`src/core/aof_pkg.sv`:
```
// Purpose: constants for the converter output formatter
// Assumes: 25 MHz system clock, encode clock sampled as a pin
// Notes: register offsets follow the mode control map
package aof_pkg;
	// ****************************************************
	// register map
	// ****************************************************
	localparam logic [6:0] AOF_TIMING_OFS = 7'h02;
	localparam logic [6:0] AOF_OUTMODE_OFS = 7'h03;
	localparam logic [6:0] AOF_FORMAT_OFS = 7'h04;
	localparam logic [6:0] AOF_STATUS_OFS = 7'h05;
	localparam logic [7:0] AOF_REG_RST = 8'h00;
	// timing register fields
	localparam int AOF_DCS_BIT = 0;
	localparam int AOF_PHASE_LO = 1;
	localparam int AOF_INV_BIT = 3;
	// output mode register fields
	localparam int AOF_MODE_LO = 0;
	localparam int AOF_TERM_BIT = 3;
	localparam int AOF_DRIVE_LO = 4;
	// format register fields
	localparam int AOF_TWOS_BIT = 0;
	localparam int AOF_LSB_XOR_SCRAMBLE_BIT = 1;
	localparam int AOF_ABP_BIT = 2;
	// ****************************************************
	// counts and levels
	// ****************************************************
	localparam int AOF_LOCK_CYCLES = 100;
	localparam logic [2:0] AOF_DRIVE_DEFAULT = 3'h0;
	localparam logic [2:0] AOF_DRIVE_UNUSED = 3'h3;
	// drive current in twentieths of mA per code; termination scales 1.6x
	localparam int AOF_TERM_NUM = 16;
	localparam int AOF_TERM_DEN = 10;
	typedef enum logic [1:0] {
		AOF_MODE_CMOS,
		AOF_MODE_LVDS,
		AOF_MODE_DDRCMOS,
		AOF_MODE_RSVD
	} aof_mode_t;
endpackage : aof_pkg

```
`src/core/aof_formatter.sv`:
```
// Purpose: output formatting and forwarding of converter samples
// Assumes: encode clock arrives as a pin sampled by SYS_CLK
// Notes: one sample per encode period, output clock built from edges
//
// Function
// - stabilizer gives 50% duty from 30-70% input
// - stabilizer relocks after one hundred cycles
// - stabilizer enable from register or select pin
// - three output modes, pin excludes DDR CMOS
// - pin low CMOS, high LVDS 3.5mA
// - full rate drives all 14 bits
// - DDR CMOS muxes two bits on seven lanes
// - even bit clock low, odd bit high
// - complement clock is inverse of true
// - DDR LVDS seven pairs plus flag, clock
// - LVDS drive default 3.5mA, seven levels
// - internal termination scales drive by 1.6x
// - range flag follows sample pipeline
// - full rate data changes on clock fall
// - DDR data changes on both clock edges
// - clock delay 0, 45, 90, 135 degrees
// - clock invert adds 180 degrees
// - offset binary default, twos complement selectable
// - twos complement inverts top bit, saturates
// - randomizer xors LSB into other bits
// - alternate polarity inverts odd bits
// - alternate polarity forces offset binary
`timescale 1ns/1ps
module aof_formatter
	import aof_pkg::*;
#(
	parameter int WIDTH = 14,
	parameter int PHASE_STEPS = 8
) (
	input wire logic SYS_CLK,
	input wire logic RST_N,
	input wire logic ENC_CLK,
	input wire logic [WIDTH-1:0] SAMPLE_IN,
	input wire logic OVER_RANGE,
	input wire logic UNDER_RANGE,
	input wire logic PROGRAM_MODE_PIN,
	input wire logic CS_PIN,
	input wire logic SCK_PIN,
	input wire logic [6:0] ADDR,
	input wire logic [7:0] WDATA,
	input wire logic WR,
	input wire logic RD,
	output logic [7:0] RDATA,
	output logic [WIDTH-1:0] SAMPLE_BITS,
	output logic [WIDTH/2-1:0] DDR_PAIR_LANE_P,
	output logic [WIDTH/2-1:0] DDR_PAIR_LANE_N,
	output logic RANGE_FLAG_P,
	output logic RANGE_FLAG_N,
	output logic FWD_CLK_P,
	output logic FWD_CLK_N,
	output logic [1:0] MODE_OUT,
	output logic [6:0] LVDS_DRIVE_LEVEL,
	output logic INTERNAL_TERM_ENABLE,
	output logic DUTY_STABILIZER,
	output logic DCS_LOCKED
);
	// ****************************************************
	// registers
	// ****************************************************
	logic [7:0] timing_reg_ff;
	logic [7:0] output_mode_reg_ff;
	logic [7:0] data_format_reg_ff;
	logic [7:0] rdata_ff;
	logic [2:0] enc_sync_ff;
	logic [2:0] pin_sync_ff;
	logic [2:0] cs_sync_ff;
	logic [2:0] sck_sync_ff;
	logic enc_lvl_ff;
	logic pmode_ff;
	logic cs_ff;
	logic sck_ff;
	logic [7:0] period_ff;
	logic [7:0] cnt_ff;
	logic [7:0] last_period_ff;
	logic [6:0] lock_cnt_ff;
	logic [WIDTH-1:0] word_ff;
	logic flag_ff;

	wire wr_timing = WR && (ADDR == AOF_TIMING_OFS);
	wire wr_mode = WR && (ADDR == AOF_OUTMODE_OFS);
	wire wr_format = WR && (ADDR == AOF_FORMAT_OFS);

	always_ff @(posedge SYS_CLK) begin
		if (!RST_N) begin
			timing_reg_ff <= AOF_REG_RST;
			output_mode_reg_ff <= AOF_REG_RST;
			data_format_reg_ff <= AOF_REG_RST;
		end else begin
			if (wr_timing)
				timing_reg_ff <= WDATA;
			if (wr_mode)
				output_mode_reg_ff <= WDATA;
			if (wr_format)
				data_format_reg_ff <= WDATA;
		end
	end

	// ****************************************************
	// pin synchronisers
	// ****************************************************
	// a level counts once the last two stages agree
	always_ff @(posedge SYS_CLK) begin
		if (!RST_N) begin
			enc_sync_ff <= 3'h0;
			pin_sync_ff <= 3'h0;
			cs_sync_ff <= 3'h0;
			sck_sync_ff <= 3'h0;
			enc_lvl_ff <= 1'b0;
			pmode_ff <= 1'b0;
			cs_ff <= 1'b0;
			sck_ff <= 1'b0;
		end else begin
			enc_sync_ff <= {enc_sync_ff[1:0], ENC_CLK};
			pin_sync_ff <= {pin_sync_ff[1:0], PROGRAM_MODE_PIN};
			cs_sync_ff <= {cs_sync_ff[1:0], CS_PIN};
			sck_sync_ff <= {sck_sync_ff[1:0], SCK_PIN};
			if (enc_sync_ff[2] == enc_sync_ff[1])
				enc_lvl_ff <= enc_sync_ff[2];
			if (pin_sync_ff[2] == pin_sync_ff[1])
				pmode_ff <= pin_sync_ff[2];
			if (cs_sync_ff[2] == cs_sync_ff[1])
				cs_ff <= cs_sync_ff[2];
			if (sck_sync_ff[2] == sck_sync_ff[1])
				sck_ff <= sck_sync_ff[2];
		end
	end

	// rise seen only while the filtered level is still low
	wire enc_rise = (enc_sync_ff[2] == enc_sync_ff[1]) &&
		enc_sync_ff[2] && !enc_lvl_ff;

	// ****************************************************
	// configuration selection
	// ****************************************************
	// parallel mode when program pin is high
	// parallel mode ignores shift, format and termination
	wire dcs_en = pmode_ff ? cs_ff : timing_reg_ff[AOF_DCS_BIT];
	wire [1:0] reg_mode = output_mode_reg_ff[AOF_MODE_LO +: 2];
	wire [1:0] pin_mode = sck_ff ? 2'(AOF_MODE_LVDS) :
		2'(AOF_MODE_CMOS);
	// reserved mode code falls back to full rate
	wire [1:0] mode_sel = pmode_ff ? pin_mode :
		((reg_mode == 2'(AOF_MODE_RSVD)) ? 2'(AOF_MODE_CMOS) :
		reg_mode);
	wire is_ddr = (mode_sel != 2'(AOF_MODE_CMOS));
	wire [2:0] reg_drive = output_mode_reg_ff[AOF_DRIVE_LO +: 3];
	wire drive_unused = (reg_drive == AOF_DRIVE_UNUSED);
	wire [2:0] drv_code = (pmode_ff || drive_unused) ?
		AOF_DRIVE_DEFAULT : reg_drive;
	wire term_en = !pmode_ff && output_mode_reg_ff[AOF_TERM_BIT];
	wire [1:0] phase_sel = pmode_ff ? 2'h0 :
		timing_reg_ff[AOF_PHASE_LO +: 2];
	wire clk_inv = !pmode_ff && timing_reg_ff[AOF_INV_BIT];
	wire twos = !pmode_ff && data_format_reg_ff[AOF_TWOS_BIT];
	wire lsb_xor_scramble_en = !pmode_ff && data_format_reg_ff[AOF_LSB_XOR_SCRAMBLE_BIT];
	wire abp_en = !pmode_ff && data_format_reg_ff[AOF_ABP_BIT];

	// drive current in twentieths of mA, so the lowest step stays exact
	logic [6:0] base_drive;
	always_comb begin
		case (drv_code)
		3'h0: base_drive = 7'h46;
		3'h1: base_drive = 7'h50;
		3'h2: base_drive = 7'h5a;
		3'h4: base_drive = 7'h3c;
		3'h5: base_drive = 7'h32;
		3'h6: base_drive = 7'h2a;
		default: base_drive = 7'h23;
		endcase
	end
	// reported in tenths of mA, rounded down
	wire [10:0] term_prod = 11'(base_drive) * 11'(AOF_TERM_NUM);
	wire [10:0] scaled = term_prod / 11'(2 * AOF_TERM_DEN);
	wire [6:0] base_tenths = base_drive >> 1;
	wire [6:0] drive_now = term_en ? scaled[6:0] : base_tenths;

	// ****************************************************
	// encode period and stabilizer lock
	// ****************************************************
	wire [7:0] cnt_inc = cnt_ff + 8'h01;
	wire period_same = (cnt_inc == last_period_ff);
	wire clk_stopped = (cnt_ff == 8'hff);
	wire lock_restart = !dcs_en || !period_same;
	wire lock_full = (lock_cnt_ff == 7'(AOF_LOCK_CYCLES));
	always_ff @(posedge SYS_CLK) begin
		if (!RST_N) begin
			cnt_ff <= 8'h00;
			period_ff <= 8'h08;
			last_period_ff <= 8'h00;
			lock_cnt_ff <= 7'h00;
		end else if (enc_rise) begin
			cnt_ff <= 8'h00;
			period_ff <= cnt_inc;
			last_period_ff <= cnt_inc;
			// relock after any frequency change
			if (lock_restart)
				lock_cnt_ff <= 7'h00;
			else if (!lock_full)
				lock_cnt_ff <= lock_cnt_ff + 7'h01;
		end else begin
			cnt_ff <= clk_stopped ? cnt_ff : cnt_inc;
			// stopped clock or stabilizer off: lose lock at once
			if (clk_stopped || !dcs_en)
				lock_cnt_ff <= 7'h00;
		end
	end

	// ****************************************************
	// sample formatting
	// ****************************************************
	// overrange wins when both flags are set
	wire sat_hi = OVER_RANGE;
	wire sat_lo = UNDER_RANGE && !OVER_RANGE;
	wire [WIDTH-1:0] ob_code = sat_hi ? {WIDTH{1'b1}} :
		(sat_lo ? {WIDTH{1'b0}} : SAMPLE_IN);
	wire [WIDTH-1:0] fmt_code = (twos && !abp_en) ?
		{~ob_code[WIDTH-1], ob_code[WIDTH-2:0]} : ob_code;
	logic [WIDTH-1:0] rnd_code;
	logic [WIDTH-1:0] out_code;
	genvar gi;
	generate
		for (gi = 0; gi < WIDTH; gi++) begin : g_bit
			if (gi == 0) begin : g_lsb
				assign rnd_code[gi] = fmt_code[gi];
			end else begin : g_up
				assign rnd_code[gi] = fmt_code[gi] ^
					(lsb_xor_scramble_en & fmt_code[0]);
			end
			assign out_code[gi] = rnd_code[gi] ^
				(abp_en & (gi % 2 == 1));
		end
	endgenerate

	wire range_now = OVER_RANGE | UNDER_RANGE;
	// captured at each encode edge with its flag
	always_ff @(posedge SYS_CLK) begin
		if (!RST_N) begin
			word_ff <= '0;
			flag_ff <= 1'b0;
		end else if (enc_rise) begin
			word_ff <= out_code;
			flag_ff <= range_now;
		end
	end

	// ****************************************************
	// forwarded clock and lane driving
	// ****************************************************
	// phase within the period in eighths; 50% duty with or without the stabilizer
	wire [10:0] ph_num = 11'(cnt_ff) * 11'(PHASE_STEPS);
	wire [2:0] eighth = (period_ff == 8'h00) ? 3'h0 :
		3'(ph_num / 11'(period_ff));
	// each delay step holds the clock back one eighth of a period
	wire [2:0] delay_eighths = 3'(phase_sel);
	wire [2:0] shifted = eighth - delay_eighths;
	// clock low in the first half so data change on its fall
	wire clk_base = shifted[2] ^ 1'b0;
	wire clk_now = clk_base ^ clk_inv;
	wire ddr_hi = eighth[2];

	logic [WIDTH/2-1:0] lane_now;
	generate
		for (gi = 0; gi < WIDTH / 2; gi++) begin : g_lane
			// even bit in low half, odd bit in high half
			assign lane_now[gi] = ddr_hi ? word_ff[2*gi+1] :
				word_ff[2*gi];
		end
	endgenerate

	always_ff @(posedge SYS_CLK) begin
		if (!RST_N) begin
			SAMPLE_BITS <= '0;
			DDR_PAIR_LANE_P <= '0;
			DDR_PAIR_LANE_N <= '1;
			RANGE_FLAG_P <= 1'b0;
			RANGE_FLAG_N <= 1'b1;
			FWD_CLK_P <= 1'b0;
			FWD_CLK_N <= 1'b1;
		end else begin
			SAMPLE_BITS <= is_ddr ? '0 : word_ff;
			// lanes idle at P low, N high outside DDR modes
			DDR_PAIR_LANE_P <= is_ddr ? lane_now : '0;
			DDR_PAIR_LANE_N <= is_ddr ? ~lane_now : '1;
			RANGE_FLAG_P <= flag_ff;
			RANGE_FLAG_N <= ~flag_ff;
			FWD_CLK_P <= clk_now;
			FWD_CLK_N <= ~clk_now;
		end
	end

	// ****************************************************
	// status and read path
	// ****************************************************
	always_ff @(posedge SYS_CLK) begin
		if (!RST_N) begin
			MODE_OUT <= 2'h0;
			LVDS_DRIVE_LEVEL <= 7'h0;
			INTERNAL_TERM_ENABLE <= 1'b0;
			DUTY_STABILIZER <= 1'b0;
			DCS_LOCKED <= 1'b0;
		end else begin
			MODE_OUT <= mode_sel;
			LVDS_DRIVE_LEVEL <= drive_now;
			INTERNAL_TERM_ENABLE <= term_en;
			DUTY_STABILIZER <= dcs_en;
			DCS_LOCKED <= dcs_en &&
				lock_full;
		end
	end

	wire [7:0] status_word = {DCS_LOCKED, dcs_en, pmode_ff, 5'h00};
	logic [7:0] rd_mux;
	always_comb begin
		if (ADDR == AOF_TIMING_OFS)
			rd_mux = timing_reg_ff;
		else if (ADDR == AOF_OUTMODE_OFS)
			rd_mux = output_mode_reg_ff;
		else if (ADDR == AOF_FORMAT_OFS)
			rd_mux = data_format_reg_ff;
		else if (ADDR == AOF_STATUS_OFS)
			rd_mux = status_word;
		else
			rd_mux = 8'h00;
	end

	// read data stand one cycle, zero otherwise
	always_ff @(posedge SYS_CLK) begin
		if (!RST_N)
			rdata_ff <= 8'h00;
		else
			rdata_ff <= RD ? rd_mux : 8'h00;
	end
	assign RDATA = rdata_ff;
endmodule : aof_formatter

```
`config.mk`:
```
export PLATFORM = sky130hd
export DESIGN_NAME = aof_formatter
export DESIGN_NICKNAME = d
export VERILOG_FILES = /design/src/core/aof_pkg.sv /design/src/core/aof_formatter.sv
export SDC_FILE = /design/constraint.sdc
export NUM_CORES = 1
export LEC_CHECK = 0
export CAP_MARGIN = 20
export CORE_MARGIN = 4
export CORE_UTILIZATION = 45
export CTS_CLUSTER_SIZE = 16
export DETAILED_ROUTE_END_ITERATION = 6
export DONT_BUFFER_PORTS = 1
export SLEW_MARGIN = 10
export SYNTH_ARGS = -nofsm -noshare
export SYNTH_HDL_FRONTEND = slang
export SYNTH_SLANG_ARGS = --single-unit
```
`constraint.sdc`:
```
create_clock -name SYS_CLK -period 20.4 [get_ports SYS_CLK]
set_input_delay 1.02 -clock SYS_CLK [delete_from_list [all_inputs] [get_ports SYS_CLK]]
set_output_delay 1.02 -clock SYS_CLK [all_outputs]
set_load 0.005 [all_outputs]
```
==> qor.txt <==
Initial antenna violation count -> 0
Routed length per instance -> 16.6 µm
Synth cell count leaders -> dfxtp_1 (131), nor2_1 (118), nand2_1 (91)
Die span in y -> 146 µm
# port buffers -> 0
Worst VDD drop -> 0.0000578 V
Clock sink total -> 131
DP Worst Slack -> 1430 ps
Core Util, Final -> 50.1%
Pwr per Cell Area -> 92.6 mW/mm²
Row count -> 50
Syn nets -> 1151
Cell Area, Synth -> 0.00858 mm²
GP Congestion -> 0.894
Leak Pwr -> 3.92 nW
Endpoints failing setup -> 0
Largest net degree at the start of global routing -> 55
Minimum clock period after layout -> 18490 ps
Syn avg cell area -> 8.24 µm²
Max Cap Violations -> 0
Sw Pwr -> 0.299 mW
Critical Path RT -> 20710 ps
Critical path arrival -> 18800 ps
Cell Int Power -> 0.569 mW
Fin crit share -> 90.7%
Cts bufs inserted -> 17
Final Hold Viols -> 0
GRT Resource Usage Total -> 19.7%
DR pass1 iterations -> 5
Vias per inst -> 5.62
Max Slew Vio Count -> 0
Critical path peak fanout -> 13
Largest cells by area after synthesis -> dfxtp_1 (31%), ha_1 (10%), nor2_1 (5.2%), mux2i_1 (4.8%), a21oi_1 (4.6%)
Vias in the first global route -> 6762
Starting density of the core -> 45.9%
GR Util met1 -> 26.0%
Ys Warns -> 0
Area of the die -> 0.0213 mm²
Most Crowded Layer GR -> met2
HP Class -> flop to flop
First-pass GRT wire length -> 34800 µm
Synth Register Bits -> 131
Switching Fraction -> 34.5%
Slew headroom -> 28.2%
Async set or reset register ratio after synthesis -> 0%
Drt drc -> 0
Clock transition at the registers of the reported paths -> 60 ps
GRT met2 Usage -> 32.1%
I/O pin total -> 91
Nets -> 1138
Gate count of the mapped netlist -> 1041
Synthesis-to-finish area growth -> 9.26%
Total core area -> 0.0187 mm²
CTS Buffer Depth -> 2
Hold Buf Count CTS -> 0
CP most frequent cell -> ha_1
Root Driver -> clkbuf_16
Most common cell in the netlist -> dfxtp_1
CP max-delay cell -> o41ai_4
Post-route ant nets -> 0
Peak Freq -> 54.1 MHz
Critical Path Start Type -> flop
Synth cell types -> 85
Clock latency on the worst-skew pair -> 420 ps
Clock Skew -> 8.72 ps
Share of the synthesized area in the top cell type -> 30.6%
Worst Tran Pin Value -> 1050 ps
Post-synth EDFFs -> 0
Post-Route WL -> 21100 µm
HPWL after DPL -> 15600 µm
Post-route setup slack -> 1910 ps
Die Wd -> 146 µm
Diodes inserted -> 0
Ys flop type -> dfxtp_1
Clock Power Share -> 31.9%
Sequential area share after synthesis -> 30.6%
Grt met3 use -> 5.21%
Endpoint type of the worst setup path -> flop
Critical path class -> flop to flop
Htree depth -> 4
Pwr Total -> 0.868 mW
Outcome -> finished, final reports clean
CTS tree -> built
RSZ-0062 raised after global routing -> no
Number of DRC markers in iteration 0 -> 348
Share of cells above drive strength 1 -> 8.93%
Max incr delay on CP -> 560 ps
Seq pwr share -> 30.5%
Area after DPL -> 0.00877 mm²
Area leader, netlist -> dfxtp_1
Vias -> 7162
Final instance area -> 0.00937 mm²
Logic gate share of total power -> 37.7%
Setup_tns -> 0 ps
Total grt overflow -> 0
stage by stage:
step                hold slack (ps)  cells
CTS                             413   1272
finish                          419   1275
global placement                394   1240
detailed placement              399   1240
floorplan                       378   1041
global route                    445   1275
final cells by class:
type / instances / area, µm²
multi-input combinational: 826 / 5670
fill: 1789 / 9330
sequential: 131 / 2620
inverter: 42 / 158
clock buffer: 19 / 443
clock inverter: 13 / 101
timing repair buffer: 10 / 87.6
tap: 234 / 293
sequential cells by signal (all words and copies together) (netlist names), 7 cells and up:
| signal | cells |
|---|---|
| cnt_ff | 8 |
| RDATA | 8 |
| DDR_PAIR_LANE_N | 7 |
| timing_reg_ff | 8 |
| output_mode_reg_ff | 8 |
| DDR_PAIR_LANE_P | 7 |
| word_ff | 14 |
| SAMPLE_BITS | 14 |
| data_format_reg_ff | 8 |
| period_ff | 8 |
| LVDS_DRIVE_LEVEL | 7 |
| lock_cnt_ff | 7 |
path summary, 6_finish.rpt:
kind                        startpoint  slack [ps]                       to  cells after the start
min               flag_ff$_SDFFE_PN0P_         420  RANGE_FLAG_N$_SDFF_PN1_                      1
max reg2reg  period_ff[1]$_SDFFE_PN0P_        1910     FWD_CLK_P$_SDFF_PN0_                     78
min reg2reg       flag_ff$_SDFFE_PN0P_         420  RANGE_FLAG_N$_SDFF_PN1_                      1
max          period_ff[1]$_SDFFE_PN0P_        1910     FWD_CLK_P$_SDFF_PN0_                     78
metal layers:
metal	share of wire (%)	routed length [µm]
met5	0	0
met1	47	9970
met3	5.0	1070
met4	0.98	207
met2	47	9890
cells by family (layout without fill, tap and decap cells):
group                      Yosys count  after routing  synth area share (%)
xor gates and xnor gates            61             61                  6.23
buffers and inverters               84             84                  3.75
and+or+nand+nor                    374            374                  21.7
DFF                                131            131                  30.6
AOI/OAI and AO/OA                  263            263                  20.3
adders and majority gates           71             71                  10.4
muxes                               57             57                  7.01
worst max-delay path, delay by kind of cell (launching register included):
kind / cells / cell delay (ps)
AO/OA/AOI/OAI: 41 / 9270
AND/OR/NAND/NOR: 19 / 3820
adder cells (fa/ha/maj): 10 / 3190
buffers and inverters: 6 / 1000
multiplexers: 2 / 540
flip-flops: 1 / 510
cell usage in the layout, fill, tap and decap left out, types with 5 or more instances in the layout:
cell type  synthesis  layout
clkbuf_16          0      17
or2_1              7       7
or2_2              6       6
nor3_1            24      24
a31oi_1           14      14
nand2_1           91      91
nand3_1           15      15
o21ai_0           37      37
ha_1              70      70
a21oi_1           78      78
o31a_1             5       5
mux2i_1           41      41
or3_1              6       6
o21ai_1           14      14
o21a_1            19      19
nor2_1           118     118
mux2_2            11      11
inv_1             38      38
nand2b_1          17      17
nand4_1            9       9
buf_4              1       9
xnor2_1           28      28
o211ai_1           9       9
and3_1            17      17
nor3b_1            7       6
nor2b_1           15      14
xor2_1            33      33
a21o_1            17      17
a22oi_1            7       7
dfxtp_1          131     131
a211oi_1          22      22
and2_1            18      18
power groups by stage:
stage	logic (mW)	registers [mW]	clock network, mW
finish	0.327	0.264	0.277
global route	0.368	0.265	0.295
CTS	0.311	0.265	0.283
detailed placement	0.309	0.270	0
global placement	0.310	0.270	0
floorplan	0.259	0.268	0
timing repair:
item | in CTS | in global routing
gates resized for setup | 0 | 3
buffers inserted | 0 | 3
setup endpoints to repair | 0 | 2
Note: power is estimated with default switching activity, not from simulation.
